## src/hw/bt_pkg.sv

```systemverilog
// Constants for the mark/space bit timer: register offsets, field layout,
// modes and prescaler settings.
// Assumes a processor I/O bus with byte-wide registers at fixed addresses.
`default_nettype none

package bt_pkg;

	// ----------------------------------------
	// Register offsets in I/O space
	// ----------------------------------------
	localparam logic [7:0] MARK_SPACE_COUNT_LOW_OFS = 8'h20;
	localparam logic [7:0] BIT_TIMER_CONTROL_STATUS_OFS = 8'h21;
	localparam logic [7:0] REG_RESET = 8'h00;

	// ----------------------------------------
	// Control/status field positions
	// ----------------------------------------
	localparam int COUNT_HI_MSB = 7;
	localparam int COUNT_HI_LSB = 6;
	localparam int MODE_MSB = 5;
	localparam int MODE_LSB = 4;
	localparam int IRQ_ENABLE_BIT = 3;
	localparam int DONE_FLAG_BIT = 2;
	localparam int DATA_BIT = 1;
	localparam int BUF_FLAG_BIT = 0;

	// ----------------------------------------
	// Count width and interrupt vectors
	// ----------------------------------------
	localparam int COUNT_W = 10;
	localparam logic [7:0] BUF_IRQ_VECTOR = 8'h04;
	localparam logic [7:0] DONE_IRQ_VECTOR = 8'h02;

	// ----------------------------------------
	// Timer modes
	// ----------------------------------------
	typedef enum logic [1:0] {
		BT_MODE_OFF = 2'h0,
		BT_MODE_GENERIC = 2'h1,
		BT_MODE_RX = 2'h2,
		BT_MODE_TX = 2'h3
	} bt_mode_t;

	// ----------------------------------------
	// Prescaler: crystal clock cycles per timer tick, minus one
	// ----------------------------------------
	localparam int DIV_W = 7;
	localparam logic [DIV_W-1:0] DIV16_LAST = 7'h0F;
	localparam logic [DIV_W-1:0] DIV32_LAST = 7'h1F;
	localparam logic [DIV_W-1:0] DIV64_LAST = 7'h3F;
	localparam logic [DIV_W-1:0] DIV128_LAST = 7'h7F;

endpackage

`default_nettype wire

```

## src/hw/bt_tick_if.sv

```systemverilog
// Interface carrying the processor-clock tick from the prescaler to the timer.
// Assumes both ends sit in the crystal clock domain.
`default_nettype none

interface bt_tick_if;
	logic tick;
	logic [1:0] divSel;

	modport src (input divSel, output tick);
	modport dst (output divSel, input tick);
endinterface

`default_nettype wire

```

## src/hw/bt_mark_space_timer.sv

```systemverilog
// Mark/space bit timer: transmit keying, receive edge timing and a generic
// countdown, reached through two byte registers in processor I/O space.
// Assumes clk is the crystal clock and edgeInputPin is already synchronous.
`default_nettype none

// How it works
// - Count value is low register plus control bits 7:6 on top.
// - Each mark or space lasts count value plus one processor clocks.
// - Mode field 5:4 picks off, generic, receive or transmit.
// - With enable bit 3 set, each flag raises its own interrupt.
// - Buffer flag vectors to 0x04, done flag vectors to 0x02.
// - Transmit and generic set done once buffer empty and count at zero.
// - Receive sets done on each pin edge; flag held low when disabled.
// - Reading the control register clears both flags.
// - Timer taking the buffered bit sets the buffer flag; software refills.
// - Receive data bit shows last edge polarity, one rising, zero falling.
// - Receive count value holds processor clocks since previous edge.
// - Receive counter overflow sets buffer flag; software extends count.
// - Processor clock is crystal divided by 16, 32, 64 or 128.
module bt_mark_space_timer
	import bt_pkg::*;
(
	input wire logic clk,
	input wire logic reset,
	input wire logic [1:0] cpuClockDividerSel,
	input wire logic [7:0] ioAddr,
	input wire logic ioWrite,
	input wire logic ioRead,
	input wire logic [7:0] ioWriteData,
	output logic [7:0] ioReadData,
	input wire logic edgeInputPin,
	output logic txKey,
	output logic doneIrq,
	output logic bufferIrq
);
	import bt_pkg::*;

	typedef struct packed {
		logic [7:0] countLow;
		logic [1:0] countHi;
		bt_mode_t mode;
		logic irqEnable;
		logic doneFlag;
		logic dataBit;
		logic bufFlag;
		logic bufFull;
		logic running;
		logic [COUNT_W-1:0] cnt;
		logic edgePrev;
		logic txKey;
		logic doneIrq;
		logic bufIrq;
		logic [7:0] readData;
	} bt_state_t;

	bt_state_t state_reg;
	bt_state_t state_next;
	bt_tick_if tickBus ();

	// ----------------------------------------
	// Processor clock prescaler
	// ----------------------------------------
	assign tickBus.divSel = cpuClockDividerSel;

	bt_clock_divider u_bt_clock_divider (
		.clk(clk),
		.reset(reset),
		.tickBus(tickBus)
	);

	// ----------------------------------------
	// Register view and decode
	// ----------------------------------------
	logic [7:0] controlView;
	logic [COUNT_W-1:0] countVal;
	logic wrLow;
	logic wrCtl;
	logic rdCtl;
	logic edgeSeen;
	logic doneSet;
	logic bufSet;

	always_comb begin
		controlView = {state_reg.countHi, state_reg.mode, state_reg.irqEnable,
			state_reg.doneFlag, state_reg.dataBit, state_reg.bufFlag};
		countVal = {state_reg.countHi, state_reg.countLow};
		wrLow = ioWrite && (ioAddr == MARK_SPACE_COUNT_LOW_OFS);
		wrCtl = ioWrite && (ioAddr == BIT_TIMER_CONTROL_STATUS_OFS);
		rdCtl = ioRead && (ioAddr == BIT_TIMER_CONTROL_STATUS_OFS);
		edgeSeen = (edgeInputPin != state_reg.edgePrev);
	end

	// ----------------------------------------
	// Timer core: all modes in one next-state process
	// ----------------------------------------
	always_comb begin
		state_next = state_reg;
		doneSet = 1'b0;
		bufSet = 1'b0;
		state_next.edgePrev = edgeInputPin;

		// Software writes first; hardware events below take precedence, except a buffer fill written at a bit boundary
		if (wrLow) begin
			state_next.countLow = ioWriteData;
		end
		if (wrCtl) begin
			state_next.countHi = ioWriteData[COUNT_HI_MSB:COUNT_HI_LSB];
			state_next.mode = bt_mode_t'(ioWriteData[MODE_MSB:MODE_LSB]);
			state_next.irqEnable = ioWriteData[IRQ_ENABLE_BIT];
			state_next.dataBit = ioWriteData[DATA_BIT];
			if (ioWriteData[MODE_MSB:MODE_LSB] != state_reg.mode) begin
				// Mode switch restarts the counter from a known point
				state_next.cnt = '0;
				state_next.running = 1'b0;
				state_next.bufFull = 1'b0;
			end
			if (ioWriteData[MODE_LSB]) begin
				// Generic or transmit: a data write fills the one-bit buffer
				state_next.bufFull = 1'b1;
				state_next.running = 1'b1;
			end
		end

		case (state_reg.mode)
			BT_MODE_GENERIC, BT_MODE_TX: begin
				if (tickBus.tick && state_reg.running) begin
					if (state_reg.cnt != '0) begin
						state_next.cnt = state_reg.cnt - 1'b1;
					end else if (state_reg.bufFull) begin
						// Bit boundary: take bit, reload count
						state_next.bufFull = wrCtl && ioWriteData[MODE_LSB];
						state_next.cnt = countVal;
						bufSet = 1'b1;
						if (state_reg.mode == BT_MODE_TX) begin
							state_next.txKey = state_reg.dataBit;
						end
					end else begin
						// Buffer empty and count expired
						doneSet = 1'b1;
						state_next.running = 1'b0;
						state_next.txKey = 1'b0;
					end
				end
			end
			BT_MODE_RX: begin
				if (edgeSeen) begin
					// Capture elapsed clocks, then restart from zero
					state_next.countLow = state_reg.cnt[7:0];
					state_next.countHi = state_reg.cnt[COUNT_W-1:8];
					state_next.dataBit = edgeInputPin;
					state_next.cnt = '0;
					doneSet = 1'b1;
				end else if (tickBus.tick) begin
					state_next.cnt = state_reg.cnt + 1'b1;
					if (&state_reg.cnt) begin
						bufSet = 1'b1;
					end
				end
			end
			BT_MODE_OFF: begin
				state_next.txKey = 1'b0;
				// Entering off already stopped the timer; a start write must survive
			end
			default: begin
				state_next.txKey = 1'b0;
			end
		endcase

		// Read clears flags; a same-cycle set survives the clear
		if (rdCtl) begin
			state_next.doneFlag = 1'b0;
			state_next.bufFlag = 1'b0;
		end
		if (doneSet) begin
			state_next.doneFlag = 1'b1;
		end
		if (bufSet) begin
			state_next.bufFlag = 1'b1;
		end
		if (state_next.mode == BT_MODE_OFF) begin
			state_next.doneFlag = 1'b0;
		end

		// Separate request lines; done at 0x02, buffer at 0x04
		state_next.doneIrq = state_next.doneFlag && state_next.irqEnable;
		state_next.bufIrq = state_next.bufFlag && state_next.irqEnable;

		// Read data is the value before the read's own clear
		if (ioRead) begin
			if (ioAddr == MARK_SPACE_COUNT_LOW_OFS) begin
				state_next.readData = state_reg.countLow;
			end else if (rdCtl) begin
				state_next.readData = controlView;
			end else begin
				state_next.readData = REG_RESET;
			end
		end
	end

	always_ff @(posedge clk) begin
		if (reset) begin
			state_reg <= '0;
		end else begin
			state_reg <= state_next;
		end
	end

	// ----------------------------------------
	// Outputs straight from the state register
	// ----------------------------------------
	assign ioReadData = state_reg.readData;
	assign txKey = state_reg.txKey;
	assign doneIrq = state_reg.doneIrq;
	assign bufferIrq = state_reg.bufIrq;

endmodule // bt_mark_space_timer

`default_nettype wire

```

## src/hw/bt_clock_divider.sv

```systemverilog
// Prescaler that turns the crystal clock into processor-clock ticks.
// Assumes the select may change at any time; a change takes effect at the
// next wrap or at once if the count is already past the new limit.
`default_nettype none

module bt_clock_divider
	import bt_pkg::*;
(
	input wire logic clk,
	input wire logic reset,
	bt_tick_if.src tickBus
);

	typedef struct packed {
		logic [DIV_W-1:0] count;
		logic tick;
	} bt_div_state_t;

	bt_div_state_t state_reg;
	bt_div_state_t state_next;
	logic [DIV_W-1:0] lastCount;

	// ----------------------------------------
	// Divide ratio select
	// ----------------------------------------
	always_comb begin
		case (tickBus.divSel)
			2'h3: lastCount = DIV16_LAST;
			2'h2: lastCount = DIV32_LAST;
			2'h1: lastCount = DIV64_LAST;
			default: lastCount = DIV128_LAST;
		endcase
	end

	// Free-running count; >= guards against a shrinking ratio
	always_comb begin
		state_next = state_reg;
		state_next.tick = 1'b0;
		if (state_reg.count >= lastCount) begin
			state_next.count = '0;
			state_next.tick = 1'b1;
		end else begin
			state_next.count = state_reg.count + 1'b1;
		end
	end

	always_ff @(posedge clk) begin
		if (reset) begin
			state_reg <= '0;
		end else begin
			state_reg <= state_next;
		end
	end

	assign tickBus.tick = state_reg.tick;

endmodule // bt_clock_divider

`default_nettype wire

```

## config.mk

```make
export PLATFORM = sky130hd
export DESIGN_NAME = bt_mark_space_timer
export DESIGN_NICKNAME = d
export VERILOG_FILES = /design/src/hw/bt_pkg.sv /design/src/hw/bt_tick_if.sv /design/src/hw/bt_mark_space_timer.sv /design/src/hw/bt_clock_divider.sv
export SDC_FILE = /design/constraint.sdc
export NUM_CORES = 1
export LEC_CHECK = 0
export BUFFER_PORTS_ARGS = -buffer_cell sky130_fd_sc_hd__clkbuf_2
export CAP_MARGIN = 20
export CORE_MARGIN = 2
export CORE_UTILIZATION = 53
export DETAILED_ROUTE_END_ITERATION = 16
export HOLD_SLACK_MARGIN = 0.06
export PLACE_DENSITY_LB_ADDON = 0.3
export SYNTH_ARGS = -nofsm -noshare
export SYNTH_HDL_FRONTEND = slang
export SYNTH_SLANG_ARGS = --single-unit
```

## constraint.sdc

```tcl
create_clock -name clk -period 1.9 [get_ports clk]
set_input_delay 0.19 -clock clk [delete_from_list [all_inputs] [get_ports clk]]
set_output_delay 0.19 -clock clk [all_outputs]
set_load 0.02 [all_outputs]
```

==> flow_summary.toml <==
[status]
status = "completed"

[timing]
fmax_ghz = 0.561
period_share_pct = 93.8
tightest_slew_ns = 0.447
finalCriticalPeriod_ns = 1.78
rsz0062_at_grt = "false"
tns_ns = 0
relSlewSlack_pct = 70.1
final-hold-violation-count = 0
timing.hold.ws_ns = 0.172
skew_ns = 0.00930
setup-violations-final = 0
slew_viol_final = 0
setup_ws_ns = 0.118

[layout]
largest_reg_flops = 13
fill_cells = 517
antenna_cells = 0
layout-drive-gt1-share_pct = 23.5
layout.nets = 408
syn_to_final_growth_pct = 12.2
design_area_um2 = 3290

[worst_setup_path]
arrival_ns = 1.97
cp-end-kind = "flop"
worstRegToRegCells = 7
required_ns = 2.09
cp_max_fo = 7
worst_setup_path_start_kind = "flop"
crit_type = "flop to flop"

[grt]
grtUsageTotal_pct = 25.1
grt_pass1_vias = 2431
grt_pass1_wl_mm = 12.0
use_met1_pct = 34.1
top_usage_layer = "met2"
grt_max_degree = 21
grtUsageMet3_pct = 3.91
antenna_found_initial = 0
grt.overflow.total = 0
use_met2_pct = 41.6

[place]
port_buffers = 33
place_ws_ns = 0.0383
place_hpwl_mm = 5.55
place_congestion = 0.928
placed_cell_area_um2 = 3160

[flow_run]
maxCapViolations = 0

[power]
switching_share_pct = 21.9
ir_drop_uv = 409
cellInternalPower_uw = 1440
power_density_nw_per_um2 = 561
p_comb_share_pct = 4.6
pwr-share-seq_pct = 55.4
clockPowerShare_pct = 40.0
power.switching_uw = 404
leakage_uw = 0.00149

[clock_tree]
clk_pin_slew_ns = 0.09
clock-sinks = 48
cts_tree = "built"
clock_latency_ns = 0.30
htreeDepth = 2
cts-root-buf = "clkbuf_8"
numCtsBuffers = 5
clk_path_buf_depth = 2

[synthesis]
synth-async-reset-ratio_pct = 0
ys_ff_latch = 48
yosysUniqueCellTypes = 62
synth_cells = 345
syn_nets = 375
syn_area_per_cell_um2 = 8.49
synth_edf_count = 0
yosys_warnings = 0
syn_area_um2 = 2930
ys_seq_area_share_pct = 32.8
synth_flop_cell = "dfxtp_1"

[die]
row_count = 27
core-area_um2 = 5410
die_x_um = 78.3
die-area_um2 = 6140
initial_utilization_pct = 54.2
die_y_um = 78.3
ioPinCount = 34

[min_path]
min_delay_path_depth = 3
min_path_type = "input pin to flop"

[detailed_routing]
totalWireLength_mm = 7.30
vias = 2629
wl_per_cell_um = 16.2
drt_pre_antenna_iters = 5
viasPerCell = 5.83
drt-initial-drc-count = 175
drc_errors = 0
drtAntennaViolNets = 0
routing by layer:
metal  routed length (um)  share of wire (%)
met5                    0                  0
met4                  102                1.4
met3                  449                6.2
met2                 3480                 48
met1                 3260                 45
power by group through the flow:
stage / Combinational [uW] / Sequential (uW) / Clock (uW)
3_5_place_dp: 85.4 / 1040 / 0
4_1_cts: 85.6 / 1020 / 752
6_report: 85.5 / 1020 / 737
3_3_place_gp: 84.0 / 1040 / 0
5_1_grt: 97.4 / 1020 / 785
2_1_floorplan: 46.0 / 1040 / 0
path summary, 6_finish.rpt:
kind                                    from                         endpoint  slack, ns
min                             edgeInputPin                    state_reg[11]       0.17
min reg2reg  u_bt_clock_divider.state_reg[1]  u_bt_clock_divider.state_reg[1]       0.49
max                            state_reg[16]                            txKey       0.12
max reg2reg                    state_reg[16]                            txKey       0.12
what timing repair did:
item | CTS | global route
hold buffers | 0 | 0
endpoints found under the setup margin | 0 | 9
setup buffers | 0 | 0
resized for setup | 0 | 4
cell type report:
| cell class | count | area, um2 | area share [%] |
|---|---|---|---|
| Clock inverter | 2 | 35.0 | 1.07 |
| Sequential cell | 48 | 961 | 29.2 |
| Clock buffer | 6 | 72.6 | 2.21 |
| Tap cell | 72 | 90.1 | 2.74 |
| Inverter | 9 | 33.8 | 1.03 |
| Timing Repair Buffer | 58 | 353 | 10.7 |
| Multi-Input combinational cell | 256 | 1740 | 53.0 |
worst max-delay path, cell delays in order, from the launching register on:
cell	delay, ns
dfxtp_1	0.35
nor3_4	0.38
and2_1	0.24
and3_1	0.28
buf_4	0.16
o21ai_0	0.07
o211ai_1	0.11
a21oi_1	0.08
synth_stat cells, drive strengths merged (5+ instances only):
library cell | n | share of area, %
a211oi | 11 | 2.8
a21oi | 17 | 2.9
a221oi | 12 | 3.8
a31oi | 6 | 1.3
and2 | 8 | 1.8
and3 | 12 | 2.8
buf | 20 | 5.4
clkbuf | 11 | 1.5
dfxtp | 48 | 33
ha | 7 | 3.0
inv | 9 | 1.2
mux2i | 13 | 4.4
nand2 | 13 | 1.8
nand3 | 14 | 3.0
nor2 | 45 | 5.8
nor2b | 10 | 2.1
nor3 | 9 | 2.1
o21ai | 18 | 3.1
o22ai | 5 | 1.3
xnor2 | 8 | 2.4
xor2 | 8 | 2.4
stage by stage:
| step | utilization, % | total power (uW) | cells |
|---|---|---|---|
| 2_1_floorplan | - | 1090 | 345 |
| 3_3_place_gp | 58.5 | 1130 | 443 |
| 3_5_place_dp | 58.5 | 1130 | 443 |
| 4_1_cts | 60.5 | 1860 | 451 |
| 5_1_grt | 60.8 | 1900 | 451 |
| 6_report | 60.8 | 1840 | 451 |
placed cells by master (no fill, tap or decap), types with 7 or more instances in the layout:
| cell type | synthesis | routed |
|---|---|---|
| xnor2_1 | 8 | 8 |
| o21ai_0 | 15 | 15 |
| a221oi_1 | 11 | 11 |
| mux2i_1 | 13 | 13 |
| nand3_1 | 12 | 12 |
| inv_1 | 9 | 9 |
| nor2_1 | 45 | 45 |
| and3_1 | 9 | 9 |
| a21oi_1 | 17 | 17 |
| dfxtp_1 | 48 | 48 |
| buf_4 | 11 | 25 |
| clkbuf_2 | 1 | 33 |
| a211oi_1 | 11 | 10 |
| nor3_1 | 7 | 7 |
| nand2_1 | 12 | 12 |
| xor2_1 | 8 | 8 |
| nor2b_1 | 10 | 9 |
kinds of logic after synthesis:
kind of cell / count (synthesis) / share of synthesized area [%]
AO/OA/AOI/OAI: 92 / 21.6
XOR/XNOR: 16 / 4.78
adder cells (fa/ha/maj): 7 / 2.99
buffers and inverters: 41 / 8.33
flip-flops: 48 / 32.8
multiplexers: 13 / 4.44
AND/OR/NAND/NOR: 128 / 25.0
(Power assumes the default switching activity.)
